$ cat src/hdl/pcs_consts.vh
// Purpose: Constants for the program counter, stack and indirect decoder.
// Assumes: Included by bare name from the design files.
// Notes:   Definitions only.
`ifndef PCS_CONSTS_VH
`define PCS_CONSTS_VH
// =====================================================================
// Register map (word index; byte address is index times four)
`define PCS_IDX_CTRL      4'h0
`define PCS_IDX_PCL       4'h1
`define PCS_IDX_PC_HIGH_LATCH    4'h2
`define PCS_IDX_PC        4'h3
`define PCS_IDX_SP        4'h4
`define PCS_IDX_TOP_OF_STACK_LOW      4'h5
`define PCS_IDX_TOP_OF_STACK_HIGH      4'h6
`define PCS_IDX_FLAGS     4'h7
`define PCS_IDX_PTR0      4'h8
`define PCS_IDX_PTR1      4'h9
`define PCS_IDX_DEC       4'hA
// =====================================================================
// Command codes written to the command register
`define PCS_CMD_NONE      4'h0
`define PCS_CMD_CALL      4'h1
`define PCS_CMD_CALL_VIA_WORKING     4'h2
`define PCS_CMD_BRW       4'h3
`define PCS_CMD_BRA       4'h4
`define PCS_CMD_RETURN    4'h5
`define PCS_CMD_RETURN_WITH_LITERAL     4'h6
`define PCS_CMD_RETURN_FROM_INTERRUPT    4'h7
`define PCS_CMD_IRQ       4'h8
`define PCS_CMD_PCLWR     4'h9
`define PCS_CMD_INC       4'hA
// =====================================================================
// Field positions and values
`define PCS_SP_EMPTY      5'h1F
`define PCS_SP_TOP        5'h0F
`define PCS_PC_RESET      15'h0000
`define PCS_CTRL_STACK_FAULT_RESET_ENABLE   4
`define PCS_FLAG_OVF      0
`define PCS_FLAG_UNF      1
`define PCS_FLAG_FAULT    2
// Indirect address regions
`define PCS_TRAD_LAST     16'h0FFF
`define PCS_LIN_FIRST     16'h2000
`define PCS_LIN_LAST      16'h29AF
`define PCS_GPR_BYTES     16'h0050
`define PCS_GPR_START     7'h20
`define PCS_BANK_SHIFT    7
`define PCS_IND_PORT0     7'h00
`define PCS_IND_PORT1     7'h01
`define PCS_KIND_TRAD     2'h0
`define PCS_KIND_LIN      2'h1
`define PCS_KIND_FLASH    2'h2
`define PCS_KIND_NONE     2'h3
`define PCS_FLASH_STALL   2'h1
`endif

$ cat src/hdl/pcs_core.v
// Purpose: Program counter, 16-level return stack and indirect pointers.
// Assumes: Avalon-MM slave, one clock, synchronous active-low reset.
// Notes:   Commands from the decoder arrive as register writes.
// Operation
// - PC is 15 bits; low byte readable, upper seven taken from latch.
// - Every reset clears the whole program counter.
// - Writing the PC low byte loads upper bits from latch together.
// - Call loads bits 10..0 from operand, 14..11 from latch 6..3.
// - Computed call loads low byte from W, upper from latch.
// - Branch by W loads PC+1+W, W unsigned.
// - Relative branch loads PC+1+signed operand, crossing pages.
// - Sixteen 15-bit stack entries kept apart from other memory.
// - Calls and interrupts push, returns pop; latch never touched.
// - With fault reset off, stack wraps circularly.
// - Overflow and underflow flags set regardless of fault reset.
// - Five-bit pointer selects entry seen through top-of-stack pair.
// - Push increments then stores; pop restores then decrements.
// - Pointer 0x1F means empty; first push gives 0x00.
// - With fault reset on, overflow or underflow resets the PC and stack pointer.
// - Indirect port pointing at a port reads zero, write dropped.
// - Each indirect pointer is 16 bits from high and low bytes.
// - Pointer 0x000..0xFFF reaches the same absolute data address.
// - Pointer 0x2000..0x29AF walks the 80-byte blocks bank by bank.
// - Common bytes excluded; unimplemented linear places read zero.
// - Top pointer bit set selects flash; low byte read, writes ignored.
// - Flash reads through indirect port add one instruction cycle.
`timescale 1ns/10ps
`default_nettype none
`include "pcs_consts.vh"
module pcs_core
#(
   parameter DEPTH = 16
)
(
   // Clock and reset
   input  wire        sys_clk,
   input  wire        resetn,
   // Avalon-MM slave
   input  wire [5:0]  avs_address,
   input  wire        avs_read,
   input  wire        avs_write,
   input  wire [31:0] avs_writedata,
   output reg  [31:0] avs_readdata,
   output reg         avs_waitrequest,
   // Indirect access result
   output reg  [1:0]  ind_kind,
   output reg  [14:0] ind_addr,
   output reg         ind_suppress,
   output reg         ind_stall,
   // Program counter and fault reset
   output reg  [14:0] pc_out,
   output reg         stack_fault_reset
);
   localparam ST_IDLE = 2'b01;
   localparam ST_DONE = 2'b10;

   reg  [1:0]  state;
   reg  [14:0] pc;
   reg  [6:0]  pc_high_latch;
   reg  [4:0]  stack_pointer;
   reg  [14:0] stack_mem [0:DEPTH-1];
   reg         stack_fault_reset_enable;
   reg         stack_overflow_flag;
   reg         stack_underflow_flag;
   reg         fault_seen;
   reg  [15:0] indirect_pointer0;
   reg  [15:0] indirect_pointer1;
   reg         ptr_sel;
   reg  [1:0]  stall_cnt;
   wire [3:0]  idx;
   wire        req;
   wire [15:0] sel_ptr;
   wire [1:0]  dec_kind;
   wire [14:0] dec_addr;
   wire        dec_self;
   wire [14:0] pc_inc;
   wire [3:0]  tos_idx;
   wire [4:0]  sp_inc;
   wire [4:0]  sp_dec;
   wire [3:0]  cmd;
   wire [10:0] opnd;
   wire [7:0]  wreg;
   wire        do_push;
   wire        do_pop;
   wire        ovf_now;
   wire        unf_now;
   reg  [31:0] next_rdata;

   assign idx     = avs_address[5:2];
   assign req     = avs_read | avs_write;
   assign sel_ptr = ptr_sel ? indirect_pointer1 : indirect_pointer0;
   assign pc_inc  = pc + 15'h0001;
   assign tos_idx = stack_pointer[3:0];
   assign sp_inc  = stack_pointer + 5'h01;
   assign sp_dec  = stack_pointer - 5'h01;
   assign cmd     = avs_writedata[3:0];
   assign wreg    = avs_writedata[15:8];
   assign opnd    = avs_writedata[26:16];

   // =====================================================================
   // Stack event decode
   // A command write on the PC register drives pushes and pops.
   wire cmd_wr = avs_write & ~avs_waitrequest & (idx == `PCS_IDX_PC);
   assign do_push = cmd_wr & ((cmd == `PCS_CMD_CALL) |
                    (cmd == `PCS_CMD_CALL_VIA_WORKING) | (cmd == `PCS_CMD_IRQ));
   assign do_pop  = cmd_wr & ((cmd == `PCS_CMD_RETURN) |
                    (cmd == `PCS_CMD_RETURN_WITH_LITERAL) | (cmd == `PCS_CMD_RETURN_FROM_INTERRUPT));
   // Overflow: pushing when the pointer already sits at the top entry.
   assign ovf_now = do_push & (stack_pointer == `PCS_SP_TOP);
   // Underflow: popping when the stack is empty.
   assign unf_now = do_pop & (stack_pointer == `PCS_SP_EMPTY);

   pcs_ind_decode u_dec
   (
      .ptr      (sel_ptr),
      .kind     (dec_kind),
      .addr     (dec_addr),
      .self_ref (dec_self)
   );

   // =====================================================================
   // Bus handshake
   // Every request waits one cycle, then completes with waitrequest low.
   always @(posedge sys_clk)
   begin
      if (!resetn)
      begin
         state           <= ST_IDLE;
         avs_waitrequest <= 1'b1;
      end
      else
      begin
         case (state)
            ST_IDLE:
            begin
               if (req)
               begin
                  state           <= ST_DONE;
                  avs_waitrequest <= 1'b0;
               end
            end
            ST_DONE:
            begin
               state           <= ST_IDLE;
               avs_waitrequest <= 1'b1;
            end
            default:
            begin
               state           <= ST_IDLE;
               avs_waitrequest <= 1'b1;
            end
         endcase
      end
   end

   // =====================================================================
   // Read mux
   // Unmapped words read as zero.
   always @*
   begin
      next_rdata = 32'h00000000;
      case (idx)
         `PCS_IDX_CTRL:   next_rdata[`PCS_CTRL_STACK_FAULT_RESET_ENABLE] =
                             stack_fault_reset_enable;
         `PCS_IDX_PCL:    next_rdata[7:0] = pc[7:0];
         `PCS_IDX_PC_HIGH_LATCH: next_rdata[6:0] = pc_high_latch;
         `PCS_IDX_PC:     next_rdata[14:0] = pc;
         `PCS_IDX_SP:     next_rdata[4:0] = stack_pointer;
         `PCS_IDX_TOP_OF_STACK_LOW:   next_rdata[7:0] = stack_mem[tos_idx][7:0];
         `PCS_IDX_TOP_OF_STACK_HIGH:   next_rdata[6:0] = stack_mem[tos_idx][14:8];
         `PCS_IDX_FLAGS:
         begin
            next_rdata[`PCS_FLAG_OVF]   = stack_overflow_flag;
            next_rdata[`PCS_FLAG_UNF]   = stack_underflow_flag;
            next_rdata[`PCS_FLAG_FAULT] = fault_seen;
         end
         `PCS_IDX_PTR0:   next_rdata[15:0] = indirect_pointer0;
         `PCS_IDX_PTR1:   next_rdata[15:0] = indirect_pointer1;
         `PCS_IDX_DEC:
            next_rdata = {13'h0000, ptr_sel, dec_self, dec_kind, dec_addr};
         default:         next_rdata = 32'h00000000;
      endcase
   end

   // =====================================================================
   // Register and datapath updates
   // Writes complete on the edge where waitrequest is low.
   always @(posedge sys_clk)
   begin
      if (!resetn)
      begin
         pc                       <= `PCS_PC_RESET;
         pc_high_latch            <= 7'h00;
         stack_pointer            <= `PCS_SP_EMPTY;
         stack_fault_reset_enable <= 1'b0;
         indirect_pointer0        <= 16'h0000;
         indirect_pointer1        <= 16'h0000;
         ptr_sel                  <= 1'b0;
         avs_readdata             <= 32'h00000000;
         stack_fault_reset        <= 1'b0;
         pc_out                   <= `PCS_PC_RESET;
         ind_kind                 <= `PCS_KIND_NONE;
         ind_addr                 <= 15'h0000;
         ind_suppress             <= 1'b0;
         ind_stall                <= 1'b0;
         stall_cnt                <= 2'h0;
      end
      else if ((ovf_now | unf_now) & stack_fault_reset_enable)
      begin
         // Fault reset: PC and pointer back to reset state.
         pc                <= `PCS_PC_RESET;
         pc_out            <= `PCS_PC_RESET;
         stack_pointer     <= `PCS_SP_EMPTY;
         stack_fault_reset <= 1'b1;
      end
      else
      begin
         stack_fault_reset <= 1'b0;
         pc_out            <= pc;
         ind_kind          <= dec_kind;
         ind_addr          <= dec_addr;
         ind_suppress      <= dec_self | (dec_kind == `PCS_KIND_FLASH);
         // Flash reads stretch the instruction one cycle.
         if (stall_cnt != 2'h0)
            stall_cnt <= stall_cnt - 2'h1;
         ind_stall <= (stall_cnt != 2'h0);
         // Read data loads as waitrequest drops, standing at completion.
         if (avs_read & (state == ST_IDLE))
            avs_readdata <= next_rdata;
         if (avs_read & ~avs_waitrequest & (idx == `PCS_IDX_DEC) &
             (dec_kind == `PCS_KIND_FLASH))
            stall_cnt <= `PCS_FLASH_STALL;
         if (avs_write & ~avs_waitrequest)
         begin
            case (idx)
               `PCS_IDX_CTRL:
               begin
                  stack_fault_reset_enable <=
                     avs_writedata[`PCS_CTRL_STACK_FAULT_RESET_ENABLE];
                  ptr_sel <= avs_writedata[0];
               end
               `PCS_IDX_PCL:
                  pc <= {pc_high_latch, avs_writedata[7:0]};
               `PCS_IDX_PC_HIGH_LATCH: pc_high_latch <= avs_writedata[6:0];
               `PCS_IDX_SP:
                  stack_pointer <= avs_writedata[4:0];
               `PCS_IDX_PTR0:  indirect_pointer0 <= avs_writedata[15:0];
               `PCS_IDX_PTR1:  indirect_pointer1 <= avs_writedata[15:0];
               `PCS_IDX_PC:
               begin
                  case (cmd)
                     `PCS_CMD_CALL:
                        pc <= {pc_high_latch[6:3], opnd};
                     `PCS_CMD_CALL_VIA_WORKING:
                        pc <= {pc_high_latch, wreg};
                     `PCS_CMD_BRW:
                        pc <= pc_inc + {7'h00, wreg};
                     `PCS_CMD_BRA:
                        pc <= pc_inc + {{6{opnd[8]}}, opnd[8:0]};
                     `PCS_CMD_IRQ:   pc <= {4'h0, opnd};
                     `PCS_CMD_PCLWR:
                        pc <= {pc_high_latch, wreg};
                     `PCS_CMD_INC:   pc <= pc_inc;
                     `PCS_CMD_RETURN, `PCS_CMD_RETURN_WITH_LITERAL, `PCS_CMD_RETURN_FROM_INTERRUPT:
                        pc <= stack_mem[tos_idx];
                     default:        pc <= pc;
                  endcase
                  // Latch is left alone by push and pop.
                  if (do_push)
                     stack_pointer <= (stack_pointer == `PCS_SP_TOP) ?
                                      5'h00 : sp_inc;
                  else if (do_pop)
                     stack_pointer <= (stack_pointer == 5'h00) ?
                                      `PCS_SP_EMPTY :
                                      sp_dec[4:0] & 5'h0F |
                                      (stack_pointer == `PCS_SP_EMPTY ?
                                       5'h0F : 5'h00);
               end
               default: pc <= pc;
            endcase
         end
      end
   end

   // =====================================================================
   // Stack storage
   // Push stores the return address in the incremented slot.
   wire [3:0] push_slot = (stack_pointer == `PCS_SP_EMPTY ||
                           stack_pointer == `PCS_SP_TOP) ? 4'h0 :
                          sp_inc[3:0];
   always @(posedge sys_clk)
   begin
      if (do_push & ~(ovf_now & stack_fault_reset_enable))
         stack_mem[push_slot] <= (cmd == `PCS_CMD_IRQ) ? pc : pc_inc;
      else if (avs_write & ~avs_waitrequest & (idx == `PCS_IDX_TOP_OF_STACK_LOW))
         stack_mem[tos_idx] <= {stack_mem[tos_idx][14:8],
                                avs_writedata[7:0]};
      else if (avs_write & ~avs_waitrequest & (idx == `PCS_IDX_TOP_OF_STACK_HIGH))
         stack_mem[tos_idx] <= {avs_writedata[6:0],
                                stack_mem[tos_idx][7:0]};
   end

   // =====================================================================
   // Fault flags
   // Sticky; a flag write clears them, a same-cycle event wins.
   always @(posedge sys_clk)
   begin
      if (!resetn)
      begin
         stack_overflow_flag  <= 1'b0;
         stack_underflow_flag <= 1'b0;
         fault_seen           <= 1'b0;
      end
      else
      begin
         if (avs_write & ~avs_waitrequest & (idx == `PCS_IDX_FLAGS))
         begin
            stack_overflow_flag  <= 1'b0;
            stack_underflow_flag <= 1'b0;
            fault_seen           <= 1'b0;
         end
         if (ovf_now)
            stack_overflow_flag <= 1'b1;
         if (unf_now)
            stack_underflow_flag <= 1'b1;
         if ((ovf_now | unf_now) & stack_fault_reset_enable)
            fault_seen <= 1'b1;
      end
   end
endmodule
`default_nettype wire

$ cat src/hdl/pcs_ind_decode.v
// Purpose: Turns a 16-bit indirect pointer into a data or flash access.
// Assumes: Combinational; the caller registers the results.
// Notes:   Linear region is folded onto the 80-byte block of each bank.
`timescale 1ns/10ps
`default_nettype none
`include "pcs_consts.vh"
module pcs_ind_decode
(
   // Pointer in
   input  wire [15:0] ptr,
   // Decoded access
   output reg  [1:0]  kind,
   output reg  [14:0] addr,
   output reg         self_ref
);
   reg [15:0] off;
   reg [15:0] bank;
   reg [15:0] rem;

   // =====================================================================
   // Region decode
   // Picks the region and forms the physical address.
   always @*
   begin
      off      = ptr - `PCS_LIN_FIRST;
      bank     = off / `PCS_GPR_BYTES;
      rem      = off - bank * `PCS_GPR_BYTES;
      kind     = `PCS_KIND_NONE;
      addr     = 15'h0000;
      self_ref = 1'b0;
      if (ptr[15])
      begin
         kind = `PCS_KIND_FLASH;
         addr = ptr[14:0];
      end
      else if (ptr <= `PCS_TRAD_LAST)
      begin
         kind = `PCS_KIND_TRAD;
         addr = {3'h0, ptr[11:0]};
         // Bank offsets 0 and 1 are the two indirect ports.
         self_ref = (ptr[6:0] == `PCS_IND_PORT0) |
                    (ptr[6:0] == `PCS_IND_PORT1);
      end
      else if (ptr >= `PCS_LIN_FIRST && ptr <= `PCS_LIN_LAST)
      begin
         kind = `PCS_KIND_LIN;
         addr = {bank[7:0], 7'h00} + {8'h00, `PCS_GPR_START}
                + {8'h00, rem[6:0]};
      end
   end
endmodule
`default_nettype wire

$ cat config.mk
export PLATFORM = sky130hd
export DESIGN_NAME = pcs_core
export DESIGN_NICKNAME = d
export VERILOG_FILES = /design/src/hdl/pcs_core.v /design/src/hdl/pcs_ind_decode.v
export VERILOG_INCLUDE_DIRS = /design/src /design/src/hdl
export SDC_FILE = /design/constraint.sdc
export NUM_CORES = 1
export LEC_CHECK = 0
export ABC_AREA = 1
export BUFFER_PORTS_ARGS = -buffer_cell sky130_fd_sc_hd__buf_4
export CAP_MARGIN = 0
export CORE_MARGIN = 2
export CORE_UTILIZATION = 62
export DETAILED_ROUTE_END_ITERATION = 8
export PLACE_DENSITY = 0.81
export SYNTH_ARGS = -nofsm -noshare
export SYNTH_HDL_FRONTEND = slang
export SYNTH_SLANG_ARGS = --single-unit
$ cat constraint.sdc
create_clock -name sys_clk -period 8.8 [get_ports sys_clk]
set_input_delay 1.32 -clock sys_clk [delete_from_list [all_inputs] [get_ports sys_clk]]
set_output_delay 1.32 -clock sys_clk [all_outputs]
set_load 0.1 [all_outputs]
==> results of run 1 <==
-- registers in the layout, indices dropped and copies added (netlist names), 2 cells and up, named ones only --
register	cells
pc_out	15
indirect_pointer1	16
stack_pointer	5
ind_kind	2
indirect_pointer0	16
avs_readdata	19
stack_mem	240
pc	15
stall_cnt	2
pc_high_latch	7
state	2
ind_addr	15
-- kinds of logic after synthesis --
logic type | count (synthesis)
DFF | 366
other | 1
buffers and inverters | 382
and+or+nand+nor | 740
xor gates and xnor gates | 26
AOI/OAI and AO/OA | 549
muxes | 61
adders and majority gates | 24
-- per-stage QoR --
stage	instance area [µm²]	util, %
finish	21420	70.57
detailed placement	20070	66.12
global route	21420	70.57
floorplan	19000	-
CTS	21330	70.28
global placement	20070	66.12
-- power groups by stage --
stage          sequential [mW]  combinational, mW  clock, mW
6_report                  1.85               2.03       1.62
5_1_grt                   1.85               2.24       1.68
4_1_cts                   1.84               1.92       1.63
3_5_place_dp              1.88               1.92          0
3_3_place_gp              1.88               1.87          0
2_1_floorplan             1.92               1.53          0
-- worst max-delay path: cells and delay by family, from the launching register on --
family,cells,cell delay [ns]
AO/OA/AOI/OAI,2,0.23
XOR/XNOR,2,0.36
adder cells (fa/ha/maj),4,1.15
buffers and inverters,7,0.81
flip-flops,1,0.39
AND/OR/NAND/NOR,50,5.05
-- final cells by class --
cell class,count,area (µm²)
fill,2285,8932
clock buffer,52,1064
sequential,366,9738
multi-input combinational,1413,7825
antenna,1,2.502
tap,396,495.5
clock inverter,17,198.9
inverter,280,1054
timing repair buffer,138,1040
-- timing repair --
action | 4_1_cts | 5_1_grt
resized for setup | 0 | 17
setup endpoints to repair | 0 | 18
setup buffers | 0 | 2
-- metal layers --
| metal | wire length (µm) | up-vias | part of all wire, % |
|---|---|---|---|
| met2 | 25130 | 970 | 46 |
| li1 | - | 7594 | - |
| met1 | 21480 | 7709 | 39 |
| met3 | 5318 | 205 | 9.7 |
| met5 | 0 | - | 0 |
| met4 | 3063 | 0 | 5.6 |
-- placed cells by master, fill, tap and decap left out, drive strengths merged, types with 5 or more instances in the layout --
cell	instances
nand2	403
inv	274
edfxtp	240
o21ai	195
a21oi	180
nor2	177
buf	138
dfxtp	126
nand3	109
o211ai	64
mux2i	61
clkbuf	52
nand4	27
o22ai	25
xor2	22
ha	22
a221oi	20
clkinv	16
conb	13
o2111ai	11
nor3	11
a22oi	9
a22o	9
a211oi	7
a31oi	7
nor4	6
o221ai	6
o21bai	5
-- worst min-delay path by stage --
stage                           end  slack [ns]
6_report                ind_addr[1]        0.46
5_1_grt        stack_underflow_flag        0.48
4_1_cts        indirect_pointer1[2]        0.46
3_5_place_dp            ind_addr[3]        0.45
3_3_place_gp           stall_cnt[0]        0.44
2_1_floorplan          stall_cnt[0]        0.43
==> metrics.md, run 1 <==
| Metric | Value |
|---|---|
| Status | `completed` |
| Final total power | `approximately 5.5 mW` |
| Switching power | `2.073 mW` |
| Worst setup SP type | `flip-flop` |
| Reg-to-Reg End | `avs_readdata[13]` |
| Share of post-route cells with drive strength above 1 | `roughly an eighth` |
| Synth top area share | `about two fifths` |
| Async SR Flop Fraction | `0%` |
| Pwr Density | `256.3 nW/µm²` |
| Max IR drop VDD | `0.2841 mV` |
| # IOs | `110` |
| R2r setup slk | `just under 0.7 ns` |
| Hold violation count in the final report | `0` |
| Sum Neg Setup Slack | `0 ns` |
| Clock buffer depth | `3` |
| GRT Resource Usage Total | `between 30 and 40%` |
| Critical Path Max Stage Delay | `about 0.41 ns` |
| Largest family of logic cells by synthesized area | `simple AND/OR/NAND/NOR gates` |
| Multiplexer area fraction after synthesis | `under 10%` |
| Final period util | `between 90% and 100%` |
| Antenna Violating Nets Remaining | `0` |
| Post-Synth Simple-Gate Area | `approximately 17%` |
| Largest net degree at the start of global routing | `82` |
| Pint | `3.416 mW` |
| Dominant synthesized flop cell | `edfxtp_1` |
| Clk root buf | `clkbuf_16` |
| DPL Wire Length | `38090 µm` |
| Yosys cell types | `a little over 60` |
| Post-CTS Hold Fix Bufs | `0` |
| Core region area | `30350 µm²` |
| Final net count | `between 2000 and 2500` |
| Crit. End Element | `flip-flop` |
| Max-cap violations | `0` |
| Critical path's most frequent cell | `nand2_2` |
| Final worst path period need | `8.104 ns` |
| Met1 usage | `about 45%` |
| GRT met3 Usage | `5.619%` |
| DR DRC count | `0` |
| Register area share after synthesis | `between 50 and 60%` |
| Clk_lat worst skew | `between 0.5 and 0.6 ns` |
| Crit Path Category | `reg -> reg` |
| Crit Path Max Fanout | `10` |
| Worst-margin pin slew | `about 1.4 ns` |
| Hold Path Class | `reg -> reg` |
| Clock power share | `a little under 30%` |
| GR peak layer | `met2` |
| GRT overflow | `0` |
| Ys Warns | `0` |
| Hold Slack | `approximately 0.46 ns` |
| Gp weighted congestion | `around 1.0` |
| P_leak | `8.926 nW` |
| Slowest-stage cell, CP | `fa_1` |
| H-tree levels | `2` |
| DIE WIDTH | `between 150 and 200 µm` |
| Final non-filler cell total | `about 2700` |
| Num CTS Buffers | `38` |
| CTS tree | `built` |
| Vias in the first global route | `15090` |
| FF+latch count, synth | `~370` |
| Reg clk slew, reported paths | `about 0.070 ns` |
| Hold depth | `2` |
| Slew HR | `about a tenth` |
| Compound-gate portion of the synthesized area | `between 10% and 20%` |
| Post-synthesis cell count | `between 2000 and 2500` |
| Worst setup path start | `ptr_sel` |
| Initial DRC Count | `about 1900` |
| Net Sw Frac | `37.76%` |
| Final Max Slew Viols | `0` |
| GR Util met2 | `between 50% and 60%` |
| Fmax | `~0.12 GHz` |
| Area leader, netlist | `edfxtp_1` |
| First-pass GRT wire length | `83040 µm` |
| Vias/cell | `approximately 6.2` |
| DIE AREA | `31990 µm²` |
| Commonest cells in the netlist | `nand2_1, inv_1, edfxtp_1` |
| WP data arrival | `between 8 and 9 ns` |
| Xor-xnor portion of the synthesized cell area | `approximately 1.2%` |
| Post-Synth Adder-Cell Area | `about 1.7%` |
| Initial antenna violation count | `1` |
| Skew final | `0.02046 ns` |
| R2R depth | `between 60 and 70` |
| Most common cell in the netlist | `nand2_1` |
| Die Y | `~180 µm` |
| Seq pwr share | `between 30% and 40%` |
| Num rows | `64` |
| Place WS | `about 0.44 ns` |
| Vias | `16480` |
| Sink Count | `roughly 370` |
| Hold path startpoint | `ind_addr[1]` |
| Ranking of synthesized cells by area | `edfxtp_1, dfxtp_1, nand2_1, inv_1, o21ai_0` |
| Post-synth EDFFs | `240` |
| Setup crit end | `avs_readdata[13]` |
| Worst Slack Setup Final | `approximately 0.70 ns` |
| Starting density of the core | `62.46%` |
| DP Cell Count | `2591` |
| Mapped Area | `18960 µm²` |
| Final setup fails | `0` |
| Crit Reg-Reg Startpoint | `ptr_sel` |
| Area Growth Syn to Fin | `12.98%` |
| Final wirelength | `roughly 55000 µm` |
| WL/cell | `~21 µm` |
| Syn avg cell area | `about 8.8 µm²` |
| PortBufs | `89` |
| 1st-pass router iterations | `6` |
| Combinational share of power | `about 37%` |
| Critical Path RT | `between 9 and 10 ns` |
Power figures use the tool's default switching activity.
==> inputs of run 2 (changes only) <==
- ABC_AREA: 1 -> unset
==> run 2 against run 1 <==
Maximum frequency is 2.3% lower. Final cell count down 16%. Global-route usage increased by 2.0 points. Area after synthesis is 1.9% higher. Critical endpoint is now ind_addr[13]. Highest routed layer unchanged.
==> metrics.md, run 2 <==
| Metric | Value |
|---|---|
| Status | `completed` |
| Gp weighted congestion | `~0.95` |
| GRT Resource Usage Total | `36.08%` |
| Final worst path period need | `8.297 ns` |
| Vias in the first global route | `around 15000` |
| Most common cell in the netlist | `edfxtp_1` |
| Crit Path Max Fanout | `12` |
| Final period util | `a little over nine tenths` |
| Multi-input logic area | `around 9000 µm²` |
| Worst setup SP type | `flip-flop` |
| Core region area | `30670 µm²` |
| R2R depth | `28` |
| Die Y | `between 150 and 200 µm` |
| Design area | `21610 µm²` |
| Vias | `15930` |
| Final net count | `~1900` |
| Most common library cell in the layout ignoring fill and taps | `edfxtp_1` |
| CTS tree | `built` |
| Post-synthesis cell count | `about 1800` |
| Ranking of synthesized cells by area | `edfxtp_1, dfxtp_1, mux4_2, nand2_1, nor2_1` |
| Initial antenna violation count | `1` |
| Pint | `2.886 mW` |
| Antenna Violating Nets Remaining | `0` |
| Ys Warns | `0` |
| Post-synth EDFFs | `240` |
| Area leader, netlist | `edfxtp_1` |
| Synth top area share | `about 37%` |
| Initial DRC Count | `2385` |
| Hold depth | `2` |
| Register area share after synthesis | `50.38%` |
| PortBufs | `89` |
| Final setup fails | `0` |
| DPL Wire Length | `39830 µm` |
| Yosys cell types | `101` |
| Commonest cells in the netlist | `edfxtp_1, nand2_1, nor2_1` |
| Num CTS Buffers | `38` |
| Placed Area | `roughly 20000 µm²` |
| Final wirelength | `between 50000 and 60000 µm` |
| WL/cell | `26.58 µm` |
| # IOs | `110` |
| Largest net degree at the start of global routing | `67` |
| Hold path startpoint | `ind_addr[13]` |
| Reg clk slew, reported paths | `0.07 ns` |
| WP data arrival | `slightly below 9 ns` |
| Clock power share | `a little over two fifths` |
| Top flop regs | `stack_mem: 240 flops, avs_readdata: 19 flops` |
| Seq pwr share | `~48%` |
| Slew HR | `about 7.9%` |
| Clk_lat worst skew | `~0.54 ns` |
| Dominant synthesized flop cell | `edfxtp_1` |
| DIE WIDTH | `180.5 µm` |
| Worst hold endpoint | `ind_addr[13]` |
| Area Growth Syn to Fin | `11.89%` |
| Vias/cell | `between 7 and 8` |
| GRT overflow | `0` |
| Max IR drop VDD | `roughly 0.20 mV` |
| Max-cap violations | `0` |
| Critical Path RT | `slightly above 9 ns` |
| Critical path's most frequent cell | `ha_1` |
| Clock buffer depth | `3` |
| Slowest-stage cell, CP | `o41ai_1` |
| Share of post-route cells with drive strength above 1 | `between 15 and 20%` |
| Net Sw Frac | `around 25%` |
| Reg area | `between 9000 and 10000 µm²` |
| Starting density of the core | `a little over three fifths` |
| Switching power | `0.9575 mW` |
| Largest register FFs | `240` |
| Crit Path Category | `reg -> reg` |
| Filler Cell Count | `around 2100` |
| Post-CTS Hold Fix Bufs | `0` |
| First-pass GRT wire length | `roughly 90000 µm` |
| Worst-margin pin slew | `between 1 and 1.5 ns` |
| Syn avg cell area | `roughly 11 µm²` |
| DIE AREA | `~33000 µm²` |
| Fmax | `about 0.12 GHz` |
| Clk root buf | `clkbuf_16` |
| Final Max Slew Viols | `0` |
| Crit Reg-Reg Startpoint | `ptr_sel` |
| Sum Neg Setup Slack | `0 ns` |
| H-tree levels | `2` |
| FF+latch count, synth | `between 300 and 400` |
| Most frequent cells in the layout | `edfxtp_1, nand2_1, nor2_1` |
| Combinational share of power | `under 10%` |
| Hold violation count in the final report | `0` |
| Crit. End Element | `flip-flop` |
| Sink Count | `about 370` |
| Pwr Density | `roughly 180 nW/µm²` |
| Unrepaired setup endpoints after global routing | `false` |
| Reg-to-Reg End | `ind_addr[13]` |
| Skew final | `between 0.015 and 0.02 ns` |
| P_leak | `between 7 and 8 nW` |
| DR DRC count | `0` |
| Num rows | `64` |
| Mapped Area | `19310 µm²` |
| Async SR Flop Fraction | `0%` |
| R2r setup slk | `0.50 ns` |
| Hold Path Class | `reg -> reg` |
| Critical Path Max Stage Delay | `0.58 ns` |
| Largest Register | `stack_mem` |
| 1st-pass router iterations | `6` |
==> run 2: power groups by stage <==
stage,Combinational [mW],Clock [mW],Sequential (mW)
2_1_floorplan,0.217,0,1.91
3_3_place_gp,0.323,0,1.88
3_5_place_dp,0.331,0,1.88
4_1_cts,0.332,1.67,1.84
5_1_grt,0.362,1.74,1.84
6_report,0.343,1.66,1.84
==> run 2: layer usage <==
layer | wire length, µm | vias up | GRT usage [%]
met5 | 0 | - | 0
met4 | 3022 | 0 | 15.39
met3 | 7063 | 224 | 5.942
met2 | 27720 | 1221 | 58.24
met1 | 21970 | 7653 | 48.77
li1 | - | 6827 | -
==> run 2: kinds of logic after synthesis <==
logic type | count (synthesis) | share of synthesized area, %
AND/OR/NAND/NOR | 580 | 14.03
AO/OA/AOI/OAI | 446 | 15.89
flip-flops | 366 | 50.38
buffers and inverters | 159 | 3.544
multiplexers | 132 | 11.92
XOR/XNOR | 55 | 2.572
adder cells (fa/ha/maj) | 24 | 1.633
other | 1 | 0.01942
==> run 2: how the worst max path moves through the flow <==
stage	start	endpoint	cells past startpoint
floorplan	ptr_sel	ind_addr[13]	35
global placement	ptr_sel	ind_addr[13]	29
detailed placement	ptr_sel	ind_addr[13]	29
CTS	ptr_sel	ind_addr[13]	29
global route	indirect_pointer1[13]	ind_addr[13]	28
finish	ptr_sel	ind_addr[13]	28
==> run 2: timing repair <==
action	in CTS	in global routing
gates resized for setup	0	4
buffers inserted	0	0
endpoints found under the setup margin	0	2
endpoints found under the hold margin	0	0
==> run 2: final cells by class <==
cell class	instances	area share (%)
multi-input cells	1250	41.59
inverters	38	0.6601
well taps	396	2.293
clock buffers	42	4.470
flip-flops and latches	366	45.06
clock inverters	26	1.396
repair buffers	130	4.517
diodes	1	0.01158
==> run 2: through the flow <==
stage	util [%]	std cells	power, mW	hold WS (ns)	setup slack [ns]
3_5_place_dp	66.19	2179	2.207	0.4552	0.4952
2_1_floorplan	-	1775	2.125	0.4363	0.7308
4_1_cts	70.32	2247	3.845	0.4687	0.4800
5_1_grt	70.44	2248	3.939	0.4968	0.01594
3_3_place_gp	66.19	2179	2.199	0.4514	0.6418
6_report	70.45	2249	3.843	0.4714	0.5029
==> run 2: worst max-delay path, delay by kind of cell (launching register included) <==
kind	cells	cell delay (ns)
AO/OA/AOI/OAI	12	3.51
AND/OR/NAND/NOR	7	1.91
adder cells (fa/ha/maj)	4	1.37
XOR/XNOR	2	0.42
flip-flops	1	0.38
multiplexers	1	0.34
buffers and inverters	2	0.23
